--- src/hw/pib_pkg.sv ---
// pib_pkg: shared constants and types for the pci/isa cycle bridge
// assumes a 100 MHz clock; isa timing derived as enable pulses
package pib_pkg;
  localparam int PIB_CLK_NS = 10;
  localparam int PIB_ISA_NS = 120;
  localparam int PIB_ISA_DIV = (PIB_ISA_NS + PIB_CLK_NS - 1) / PIB_CLK_NS;
  localparam int PIB_DECODE_CLKS = 4;
  localparam int PIB_LINES = 8;
  localparam int PIB_LINE_W = 32;
  localparam int PIB_PTR_W = 3;
  localparam int PIB_ISA_CMD_CLKS = 3;
  localparam logic [3:0] PIB_CMD_IORD = 4'h2;
  localparam logic [3:0] PIB_CMD_IOWR = 4'h3;
  localparam logic [3:0] PIB_CMD_MRD = 4'h6;
  localparam logic [3:0] PIB_CMD_MWR = 4'h7;
  localparam logic [1:0] PIB_WID_8 = 2'h0;
  localparam logic [1:0] PIB_WID_16 = 2'h1;
  localparam logic [1:0] PIB_WID_32 = 2'h2;

  typedef enum logic [7:0] {
    PIB_IDLE = 8'h01,
    PIB_T_DECODE = 8'h02,
    PIB_T_WAIT_DATA = 8'h04,
    PIB_T_ISA = 8'h08,
    PIB_T_DONE = 8'h10,
    PIB_M_REQ = 8'h20,
    PIB_M_ADDR = 8'h40,
    PIB_M_DATA = 8'h80
  } pib_state_t;
endpackage

--- src/hw/pib_bridge.sv ---
// pib_bridge: pci target and initiator cycle control toward an isa bus
// assumes pci pins sampled synchronously to clk; arbiter grants with gnt_b
`timescale 1ns/100ps
module pib_bridge
  import pib_pkg::*;
(
  input wire logic clk,
  input wire logic rst_b,
  input wire logic frame_in_b,
  input wire logic irdy_in_b,
  input wire logic devsel_in_b,
  input wire logic trdy_in_b,
  input wire logic [31:0] ad_in,
  input wire logic [3:0] cbe_in_b,
  input wire logic gnt_b,
  input wire logic post_en,
  input wire logic pos_decode,
  input wire logic [1:0] isa_width,
  input wire logic dma_req,
  input wire logic isa_master_req,
  input wire logic isa_fwd_req,
  input wire logic [31:0] isa_addr,
  input wire logic isa_write,
  input wire logic [31:0] isa_wdata,
  input wire logic [15:0] isa_rdata,
  input wire logic isa_ready,
  output logic req_b,
  output logic frame_out_b,
  output logic frame_oe,
  output logic irdy_out_b,
  output logic irdy_oe,
  output logic devsel_out_b,
  output logic trdy_out_b,
  output logic stop_out_b,
  output logic tgt_oe,
  output logic [31:0] ad_out,
  output logic ad_oe,
  output logic [3:0] cbe_out_b,
  output logic iochrdy_out,
  output logic iochrdy_oe,
  output logic isa_to_isa,
  output logic [1:0] isa_lane,
  output logic isa_cmd,
  output logic isa_wr,
  output logic [15:0] isa_data_out,
  output logic [31:0] isa_rd_out,
  output logic isa_done
);
  import pib_pkg::*;

  typedef struct packed {
    pib_state_t st;
    logic [3:0] win;
    logic [3:0] div;
    logic tick;
    logic [31:0] addr;
    logic [3:0] cmd;
    logic [3:0] be_b;
    logic wr;
    logic [31:0] data;
    logic seq_go;
    logic posted;
    logic dly_pend;
    logic dly_busy;
    logic [31:0] dly_addr;
    logic req_b;
    logic frame_b;
    logic frame_oe;
    logic irdy_b;
    logic irdy_oe;
    logic devsel_b;
    logic trdy_b;
    logic stop_b;
    logic tgt_oe;
    logic [31:0] ad;
    logic ad_oe;
    logic [3:0] cbe_b;
    logic iochrdy;
    logic iochrdy_oe;
    logic isa_only;
    logic [PIB_PTR_W-1:0] wp;
    logic [PIB_PTR_W-1:0] rp;
  } pib_bridge_t;
  pib_bridge_t r_reg, r_next;

  // line buffers between the two sides
  logic [PIB_LINE_W-1:0] line_reg [PIB_LINES];
  logic seq_done;
  logic [31:0] seq_rdata;
  logic [1:0] seq_lane;
  logic seq_cmd;
  logic seq_wr;
  logic [15:0] seq_wdata;

  function automatic logic is_mem_write(input logic [3:0] c);
    is_mem_write = (c == PIB_CMD_MWR);
    return is_mem_write;
  endfunction

  pib_isa_seq u_seq (
    .clk(clk),
    .rst_b(rst_b),
    .isa_tick(r_reg.tick),
    .start(r_reg.seq_go),
    .write(r_reg.wr),
    .byte_en_b(r_reg.be_b),
    .width(isa_width),
    .wdata(r_reg.data),
    .isa_rdata(isa_rdata),
    .isa_ready(isa_ready),
    .isa_lane(seq_lane),
    .isa_cmd(seq_cmd),
    .isa_wr(seq_wr),
    .isa_wdata(seq_wdata),
    .rdata(seq_rdata),
    .done(seq_done)
  );

  always_comb begin
    r_next = r_reg;
    r_next.seq_go = 1'b0;
    // isa strobe rate from the pci clock, no second clock source
    r_next.tick = 1'b0;
    if (r_reg.div == 4'(PIB_ISA_DIV - 1)) begin
      r_next.div = 4'h0;
      r_next.tick = 1'b1;
    end else begin
      r_next.div = r_reg.div + 4'h1;
    end
    r_next.trdy_b = 1'b1;
    r_next.stop_b = 1'b1;
    case (r_reg.st)
      PIB_IDLE: begin
        r_next.devsel_b = 1'b1;
        r_next.tgt_oe = 1'b0;
        r_next.iochrdy_oe = 1'b0;
        r_next.iochrdy = 1'b1;
        if ((dma_req || isa_master_req) && isa_fwd_req && !r_reg.posted && !r_reg.dly_busy) begin
          r_next.req_b = 1'b0;
          r_next.addr = isa_addr;
          r_next.wr = isa_write;
          r_next.data = isa_wdata;
          r_next.cmd = isa_write ? PIB_CMD_MWR : PIB_CMD_MRD;
          r_next.iochrdy = 1'b0;
          r_next.iochrdy_oe = 1'b1;
          r_next.st = PIB_M_REQ;
        end else if (!frame_in_b && gnt_b) begin
          // target only while the bus is not ours
          r_next.addr = ad_in;
          r_next.cmd = cbe_in_b;
          r_next.wr = cbe_in_b[0];
          r_next.win = 4'h0;
          r_next.st = PIB_T_DECODE;
          if (pos_decode) begin
            r_next.devsel_b = 1'b0;
            r_next.tgt_oe = 1'b1;
            r_next.st = PIB_T_WAIT_DATA;
          end
        end
      end
      PIB_T_DECODE: begin
        r_next.win = r_reg.win + 4'h1;
        if (!devsel_in_b) begin
          r_next.st = PIB_IDLE;
        end else if (r_reg.win == 4'(PIB_DECODE_CLKS - 1)) begin
          r_next.devsel_b = 1'b0;
          r_next.tgt_oe = 1'b1;
          r_next.st = PIB_T_WAIT_DATA;
        end
      end
      PIB_T_WAIT_DATA: begin
        if (!irdy_in_b) begin
          r_next.be_b = cbe_in_b;
          r_next.data = ad_in;
          // retry unless a write finds the isa side free or a delayed read is ready
          r_next.stop_b = 1'b0;
          r_next.st = PIB_T_DONE;
          if (!r_reg.posted && !r_reg.dly_busy) begin
            if (r_reg.wr && is_mem_write(r_reg.cmd) && post_en) begin
              r_next.trdy_b = 1'b0;
              r_next.posted = 1'b1;
              r_next.seq_go = 1'b1;
            end else if (r_reg.wr) begin
              r_next.stop_b = 1'b1;
              r_next.seq_go = 1'b1;
              r_next.st = PIB_T_ISA;
            end else if (r_reg.dly_pend && r_reg.dly_addr == r_reg.addr) begin
              // completion of an earlier delayed read
              r_next.trdy_b = 1'b0;
              r_next.ad = line_reg[r_reg.rp];
              r_next.ad_oe = 1'b1;
              r_next.dly_pend = 1'b0;
            end else if (!r_reg.dly_pend) begin
              // limitation: an abandoned delayed read blocks other reads
              r_next.seq_go = 1'b1;
              r_next.dly_busy = 1'b1;
              r_next.dly_addr = r_reg.addr;
            end
          end
        end
      end
      PIB_T_ISA: begin
        if (seq_done) begin
          r_next.trdy_b = 1'b0;
          r_next.stop_b = 1'b0;
          r_next.ad = seq_rdata;
          r_next.ad_oe = !r_reg.wr;
          r_next.st = PIB_T_DONE;
        end
      end
      PIB_T_DONE: begin
        r_next.devsel_b = 1'b1;
        r_next.ad_oe = 1'b0;
        if (frame_in_b) begin
          r_next.tgt_oe = 1'b0;
          r_next.st = PIB_IDLE;
        end
      end
      PIB_M_REQ: begin
        if (!gnt_b && frame_in_b && irdy_in_b) begin
          r_next.frame_b = 1'b0;
          r_next.frame_oe = 1'b1;
          r_next.irdy_oe = 1'b1;
          r_next.ad = r_reg.addr;
          r_next.ad_oe = 1'b1;
          r_next.cbe_b = r_reg.cmd;
          r_next.win = 4'h0;
          r_next.st = PIB_M_ADDR;
        end
      end
      PIB_M_ADDR: begin
        r_next.req_b = 1'b1;
        r_next.frame_b = 1'b1;
        r_next.irdy_b = 1'b0;
        r_next.ad = r_reg.data;
        r_next.ad_oe = r_reg.wr;
        r_next.cbe_b = 4'h0;
        r_next.win = r_reg.win + 4'h1;
        r_next.st = PIB_M_DATA;
      end
      PIB_M_DATA: begin
        r_next.win = r_reg.win + 4'h1;
        if (!devsel_in_b && !trdy_in_b) begin
          if (!r_reg.wr) begin
            r_next.wp = r_reg.wp + 3'h1;
          end
          r_next.isa_only = 1'b0;
          r_next.st = PIB_T_DONE;
        end else if (devsel_in_b && r_reg.win == 4'(PIB_DECODE_CLKS)) begin
          r_next.isa_only = 1'b1;
          r_next.st = PIB_T_DONE;
        end
        if (r_next.st == PIB_T_DONE) begin
          r_next.irdy_b = 1'b1;
          r_next.ad_oe = 1'b0;
          r_next.iochrdy = 1'b1;
        end
      end
      default: r_next.st = PIB_IDLE;
    endcase
    if (r_reg.st == PIB_T_DONE && frame_in_b && r_reg.irdy_oe) begin
      r_next.frame_oe = 1'b0;
      r_next.irdy_oe = 1'b0;
      r_next.cbe_b = 4'hF;
    end
    // the drained posted write frees the target for new cycles
    if (seq_done && r_reg.posted) begin
      r_next.posted = 1'b0;
    end
    if (seq_done && r_reg.dly_busy) begin
      r_next.dly_busy = 1'b0;
      r_next.dly_pend = 1'b1;
      r_next.rp = r_reg.wp;
      r_next.wp = r_reg.wp + 3'h1;
    end
    // ownership selects isa-pci vs isa-isa; both paths kept
    if (r_reg.st == PIB_M_REQ && !isa_fwd_req) begin
      r_next.isa_only = 1'b1;
      r_next.req_b = 1'b1;
      r_next.iochrdy = 1'b1;
      r_next.st = PIB_IDLE;
    end
  end

  always_ff @(posedge clk) begin
    if (!rst_b) begin
      r_reg <= '0;
      r_reg.st <= PIB_IDLE;
      r_reg.req_b <= 1'b1;
      r_reg.frame_b <= 1'b1;
      r_reg.irdy_b <= 1'b1;
      r_reg.devsel_b <= 1'b1;
      r_reg.trdy_b <= 1'b1;
      r_reg.stop_b <= 1'b1;
      r_reg.cbe_b <= 4'hF;
      r_reg.iochrdy <= 1'b1;
    end else begin
      r_reg <= r_next;
    end
  end

  always_ff @(posedge clk) begin
    if (r_reg.st == PIB_M_DATA && !devsel_in_b && !trdy_in_b) begin
      line_reg[r_reg.wp] <= ad_in;
    end else if (seq_done && r_reg.dly_busy) begin
      line_reg[r_reg.wp] <= seq_rdata;
    end
  end

  always_ff @(posedge clk) begin
    if (!rst_b) begin
      isa_lane <= 2'h0;
      isa_cmd <= 1'b0;
      isa_wr <= 1'b0;
      isa_data_out <= 16'h0000;
      isa_rd_out <= 32'h0000_0000;
      isa_done <= 1'b0;
    end else begin
      isa_lane <= seq_lane;
      isa_cmd <= seq_cmd;
      isa_wr <= seq_wr;
      isa_data_out <= seq_wdata;
      isa_rd_out <= seq_rdata;
      isa_done <= seq_done;
    end
  end

  assign req_b = r_reg.req_b;
  assign frame_out_b = r_reg.frame_b;
  assign frame_oe = r_reg.frame_oe;
  assign irdy_out_b = r_reg.irdy_b;
  assign irdy_oe = r_reg.irdy_oe;
  assign devsel_out_b = r_reg.devsel_b;
  assign trdy_out_b = r_reg.trdy_b;
  assign stop_out_b = r_reg.stop_b;
  assign tgt_oe = r_reg.tgt_oe;
  assign ad_out = r_reg.ad;
  assign ad_oe = r_reg.ad_oe;
  assign cbe_out_b = r_reg.cbe_b;
  assign iochrdy_out = r_reg.iochrdy;
  assign iochrdy_oe = r_reg.iochrdy_oe;
  assign isa_to_isa = r_reg.isa_only;
endmodule

--- src/hw/pib_isa_seq.sv ---
// pib_isa_seq: runs split isa cycles for one pci data phase
// assumes start pulse with stable address, byte enables and width
`timescale 1ns/100ps
module pib_isa_seq
  import pib_pkg::*;
(
  input wire logic clk,
  input wire logic rst_b,
  input wire logic isa_tick,
  input wire logic start,
  input wire logic write,
  input wire logic [3:0] byte_en_b,
  input wire logic [1:0] width,
  input wire logic [31:0] wdata,
  input wire logic [15:0] isa_rdata,
  input wire logic isa_ready,
  output logic [1:0] isa_lane,
  output logic isa_cmd,
  output logic isa_wr,
  output logic [15:0] isa_wdata,
  output logic [31:0] rdata,
  output logic done
);
  typedef struct packed {
    logic busy;
    logic [3:0] left_b;
    logic [1:0] lane;
    logic [2:0] cnt;
    logic cmd;
    logic wr;
    logic [31:0] data;
    logic done;
  } pib_seq_t;
  pib_seq_t s_reg, s_next;

  // first pending byte lane, aligned down to an even lane for any width but 8-bit
  function automatic logic [1:0] pick(input logic [3:0] left_b, input logic [1:0] w);
    logic [1:0] l;
    l = !left_b[0] ? 2'h0 : !left_b[1] ? 2'h1 : !left_b[2] ? 2'h2 : 2'h3;
    pick = (w == PIB_WID_8) ? l : {l[1], 1'b0};
    return pick;
  endfunction

  function automatic logic [3:0] mask(input logic [1:0] l, input logic [1:0] w);
    mask = (w == PIB_WID_8) ? (4'h1 << l) : (4'h3 << l);
    return mask;
  endfunction

  always_comb begin
    s_next = s_reg;
    s_next.done = 1'b0;
    if (start && !s_reg.busy) begin
      s_next.busy = 1'b1;
      s_next.left_b = (width == PIB_WID_32) ? 4'hF & ~4'h0 & byte_en_b : byte_en_b;
      s_next.data = wdata;
      s_next.cnt = 3'h0;
      // direction latched here: later pci cycles rewrite the bridge's copy
      s_next.wr = write;
    end else if (s_reg.busy && isa_tick) begin
      if (!s_reg.cmd) begin
        if (&s_reg.left_b) begin
          s_next.busy = 1'b0;
          s_next.done = 1'b1;
        end else begin
          s_next.lane = pick(s_reg.left_b, width);
          s_next.cmd = 1'b1;
          s_next.cnt = 3'h0;
        end
      end else if (s_reg.cnt < 3'(PIB_ISA_CMD_CLKS)) begin
        s_next.cnt = s_reg.cnt + 3'h1;
      end else if (isa_ready) begin
        s_next.cmd = 1'b0;
        s_next.left_b = s_reg.left_b | mask(s_reg.lane, width);
        if (!s_reg.wr) begin
          // read bytes collected in place before returning to pci
          s_next.data[8*s_reg.lane +: 8] = isa_rdata[7:0];
          if (width != PIB_WID_8) begin
            s_next.data[8*s_reg.lane + 8 +: 8] = isa_rdata[15:8];
          end
        end
      end
    end
  end

  always_ff @(posedge clk) begin
    if (!rst_b) begin
      s_reg <= '0;
    end else begin
      s_reg <= s_next;
    end
  end

  assign isa_lane = s_reg.lane;
  assign isa_cmd = s_reg.cmd;
  assign isa_wr = s_reg.wr;
  assign isa_wdata = 16'(s_reg.data >> (8*s_reg.lane));
  assign rdata = s_reg.data;
  assign done = s_reg.done;
endmodule

--- config.mk ---
export PLATFORM = sky130hd
export DESIGN_NAME = pib_bridge
export DESIGN_NICKNAME = d
export VERILOG_FILES = /design/src/hw/pib_pkg.sv /design/src/hw/pib_bridge.sv /design/src/hw/pib_isa_seq.sv
export SDC_FILE = /design/constraint.sdc
export NUM_CORES = 1
export LEC_CHECK = 0
export BUFFER_PORTS_ARGS = -buffer_cell sky130_fd_sc_hd__buf_2
export CAP_MARGIN = 20
export CORE_UTILIZATION = 60
export CTS_CLUSTER_SIZE = 8
export DETAILED_ROUTE_END_ITERATION = 6
export PLACE_DENSITY_LB_ADDON = 0.25
export SLEW_MARGIN = 20
export SYNTH_ARGS = -nofsm -noshare
export SYNTH_HDL_FRONTEND = slang
export SYNTH_SLANG_ARGS = --single-unit
--- constraint.sdc ---
create_clock -name clk -period 8.9 [get_ports clk]
set_clock_uncertainty 0.1 [all_clocks]
set_input_delay 2.67 -clock clk [delete_from_list [all_inputs] [get_ports clk]]
set_output_delay 2.67 -clock clk [all_outputs]
set_load 0.01 [all_outputs]
==> flow_summary_export.csv <==
group,metric,value,unit
run_status,status,"finished with violations",
run_status,failed_checks,"DRC",
clock_network,cts_buffers,76,
floorplan,die_w,198.3,um
global_route,antenna_found_initial,1,
floorplan,design.core.area,37760,um^2
setup_path,critical_path.cell_chain,"buf_2 > buf_4 > nor3_1 > nand4_1 > or4_1 > o41ai_4 > buf_4 > o21ai_1 > a21oi_1",
pwr,netSwitchingFraction,24.91,%
route,viasPerCell,6.427,
timing,tns,0,ns
route,initialDrtViolationCount,2158,
timing,maxSlewViolCount,0,
floorplan,dieArea,39320,um^2
route,wl,69.18,mm
global_route,grt_pass1_vias,16230,
logic_synthesis,syn_area,23120,um^2
placed_design,dpl.hpwl,44.92,mm
timing,hold_slack,0.3524,ns
pwr,peakVddDrop,0.2266,mV
clock_network,h-tree-depth,3,
floorplan,die_h,198.3,um
logic_synthesis,synth-compound-area-share,13.31,%
logic_synthesis,yosys.area.top_type,"edfxtp_1",
pwr,p_per_area,222.0,nW/um^2
logic_synthesis,yosysUniqueCellTypes,59,
setup_path,critical_path.max_stage_delay,0.59,ns
clock_network,ctsResizeCount,0,
global_route,track_usage,35.23,%
setup_path,cp_max_fo,64,
route,drt-pass1-iter-count,7,
setup_path,setup.worst_path.class,"in2reg",
pwr,power.total,5.905,mW
route,drc_errors,2,
logic_synthesis,synth_xor_area_share,1.288,%
layout,area_growth,15.04,%
floorplan,row_count,71,
setup_path,crit_arrival,5.66,ns
pwr,intPower,4.434,mW
setup_path,cp_slowest_cell,"nor3_1",
global_route,grt_max_degree,91,
logic_synthesis,synth-edff-count,256,
logic_synthesis,yosysWarnings,0,
timing,maxSlewHeadroom,23.87,%
logic_synthesis,ys_ff_latch,536,
timing,post-route-min-period,5.258,ns
timing,rsz0062_at_grt,"false",
route,drt-wirelength-per-cell,25.53,um
pwr,p_switching,1.471,mW
clock_network,cts_tree,"built",
timing,finalCritPeriodShare,59.08,%
worst_hold_path,hp-class,"reg2reg",
clock_network,ctsHoldBuffers,0,
pwr,pwr-share-seq,47.0,%
floorplan,pin_count,234,
pwr,power_frac_clock,45.0,%
floorplan,start_util,61.24,%
setup_path,startpoint_type,"input port",
logic_synthesis,synthesis.instances,2003,
pwr,p_leak,9.606,nW
placed_design,gp_congestion,0.9513,
timing,max_clock_freq,190.2,MHz
layout,final_cell_count_no_fill,2710,
placed_design,io_buffers,233,
logic_synthesis,synth-main-ff-cell,"dfxtp_1",
logic_synthesis,synth-simple-area-share,12.33,%
clock_network,root_buffer,"clkbuf_16",
logic_synthesis,synthArstFlopShare,0,%
global_route,grt_pass1_wl,101.5,mm
setup_path,cp.required,9.30,ns
layout,layout-drive-gt1-share,21.29,%
logic_synthesis,synth_top_family_by_area,"compound AO/OA/AOI/OAI gates",
layout,largest_reg_flops,256,
setup_path,cpMostUsedCell,"buf_4",
logic_synthesis,synthMuxAreaShare,11.04,%
pwr,combPwrFrac,8.0,%
route,antenna_left,0,
timing,setup_viol,0,
setup_path,end_kind,"register",
clock_network,cts_sinks,536,
timing,hold_viol_final,0,
clock_network,postCtsSetupBuffers,0,
logic_synthesis,synthAdderAreaFrac,0.5412,%
setup_path,crit_buf_inv,3,
clock_network,cts_buffer_depth,3,
placed_design,dpl.cell_count,2589,
route,vias,17420,
logic_synthesis,synthTopCellsByArea,"edfxtp_1 (33%), dfxtp_1 (24%), mux4_2 (6.2%)",
clock_network,path_clk_slew,0.05,ns
timing,tightest_slew,1.140,ns
clock_network,insertion_delay,0.61,ns
layout,nets,2299,
logic_synthesis,ys_seq_area_share,57.50,%
logic_synthesis,syn-num-nets,2145,
setup_path,path_delay_family,"simple AND/OR/NAND/NOR gates",
run,max_cap_viol_count,0,
logic_synthesis,synth.avg_cell_area,11.54,um^2
global_route,grt_remaining_overflow,0,
logic_synthesis,synth_top_area_share,33.25,%
-- worst min-delay path, cell delays in order (launching register included) --
cell and delay, ns:
dfxtp_1 0.30, nand2_1 0.05, a21oi_1 0.05
-- cells by family after synthesis --
kind of cell	count (synthesis)
simple gates	586
mux	171
buf+inv	207
fa+ha+maj	10
flops	536
compound gates	459
xor+xnor	34
-- power by group through the flow --
stage          sequential, mW  clock (mW)  combinational [mW]
2_1_floorplan            2.77           0               0.319
3_3_place_gp             2.82           0               0.445
3_5_place_dp             2.82           0               0.456
4_1_cts                  2.77        2.68               0.461
5_1_grt                  2.78        2.78               0.508
6_report                 2.78        2.66               0.471
-- area by class of cell --
type | count | area (um^2)
Sequential cell | 536 | 13300
Fill cell | 2612 | 11160
Multi-Input combinational cell | 1260 | 8982
Clock buffer | 114 | 2066
Timing Repair Buffer | 266 | 1426
Tap cell | 511 | 639.4
Clock inverter | 5 | 115.1
Inverter | 17 | 66.31
Antenna cell | 1 | 2.502
-- metrics by stage --
stage	area, um^2	utilization (%)	setup slack [ns]
2_1_floorplan	23120	-	3.014
3_3_place_gp	24400	64.62	3.421
3_5_place_dp	24400	64.62	3.309
4_1_cts	26580	70.40	3.808
5_1_grt	26590	70.44	3.502
6_report	26600	70.45	3.642
-- Yosys cell counts, drive strengths merged (10+ instances only) --
cell    instances
dfxtp         280
edfxtp        256
nor2          211
a21oi         139
clkbuf        131
nand2         123
mux2i          75
a211oi         73
o21ai          72
mux4           64
nor2b          62
buf            59
nand3          43
and2           39
nor3b          35
a311oi         33
a222oi         32
mux2           32
o21a           27
xnor2          25
a31oi          23
a22oi          18
inv            17
nand2b         17
nand4          13
o211ai         11
ha             10
nor3           10
-- cell usage in the layout (no fill, tap or decap), types with 25 or more instances in the layout --
| master | count |
|---|---|
| buf_4 | 31 |
| nand3_1 | 42 |
| clkbuf_16 | 77 |
| o21ai_0 | 42 |
| clkbuf_1 | 37 |
| mux4_2 | 64 |
| xnor2_1 | 25 |
| a211oi_1 | 73 |
| nor2b_1 | 61 |
| nor3b_1 | 34 |
| and2_1 | 39 |
| dfxtp_1 | 277 |
| nor2_1 | 205 |
| buf_2 | 233 |
| o21ai_1 | 28 |
| o21a_1 | 27 |
| nand2_1 | 123 |
| edfxtp_1 | 256 |
| mux2i_1 | 75 |
| a311oi_1 | 33 |
| a21oi_1 | 138 |
| a222oi_1 | 32 |
| mux2_2 | 32 |
-- worst paths after layout --
path	from	end	slack [ns]	depth (start not counted)
worst min-delay path	iochrdy_oe$_SDFFE_PN0P_	iochrdy_oe$_SDFFE_PN0P_	0.35	2
worst min register to register	iochrdy_oe$_SDFFE_PN0P_	iochrdy_oe$_SDFFE_PN0P_	0.35	2
worst max register to register	r_reg[177]$_SDFFE_PP0P_	ad_out[31]$_SDFFE_PN0P_	5.60	7
worst max-delay path	irdy_in_b	ad_out[31]$_SDFFE_PN0P_	3.64	9
-- per-layer routing --
metal | routed length (um) | track usage [%] | vias up | part of all wire [%]
met5 | 0 | 0 | - | 0
met4 | 2417 | 13.78 | 0 | 3.5
met3 | 6951 | 6.915 | 138 | 10
met2 | 31070 | 52.28 | 1056 | 45
met1 | 28750 | 51.00 | 8504 | 42
li1 | - | - | 7718 | -
(Power assumes the default switching activity.)
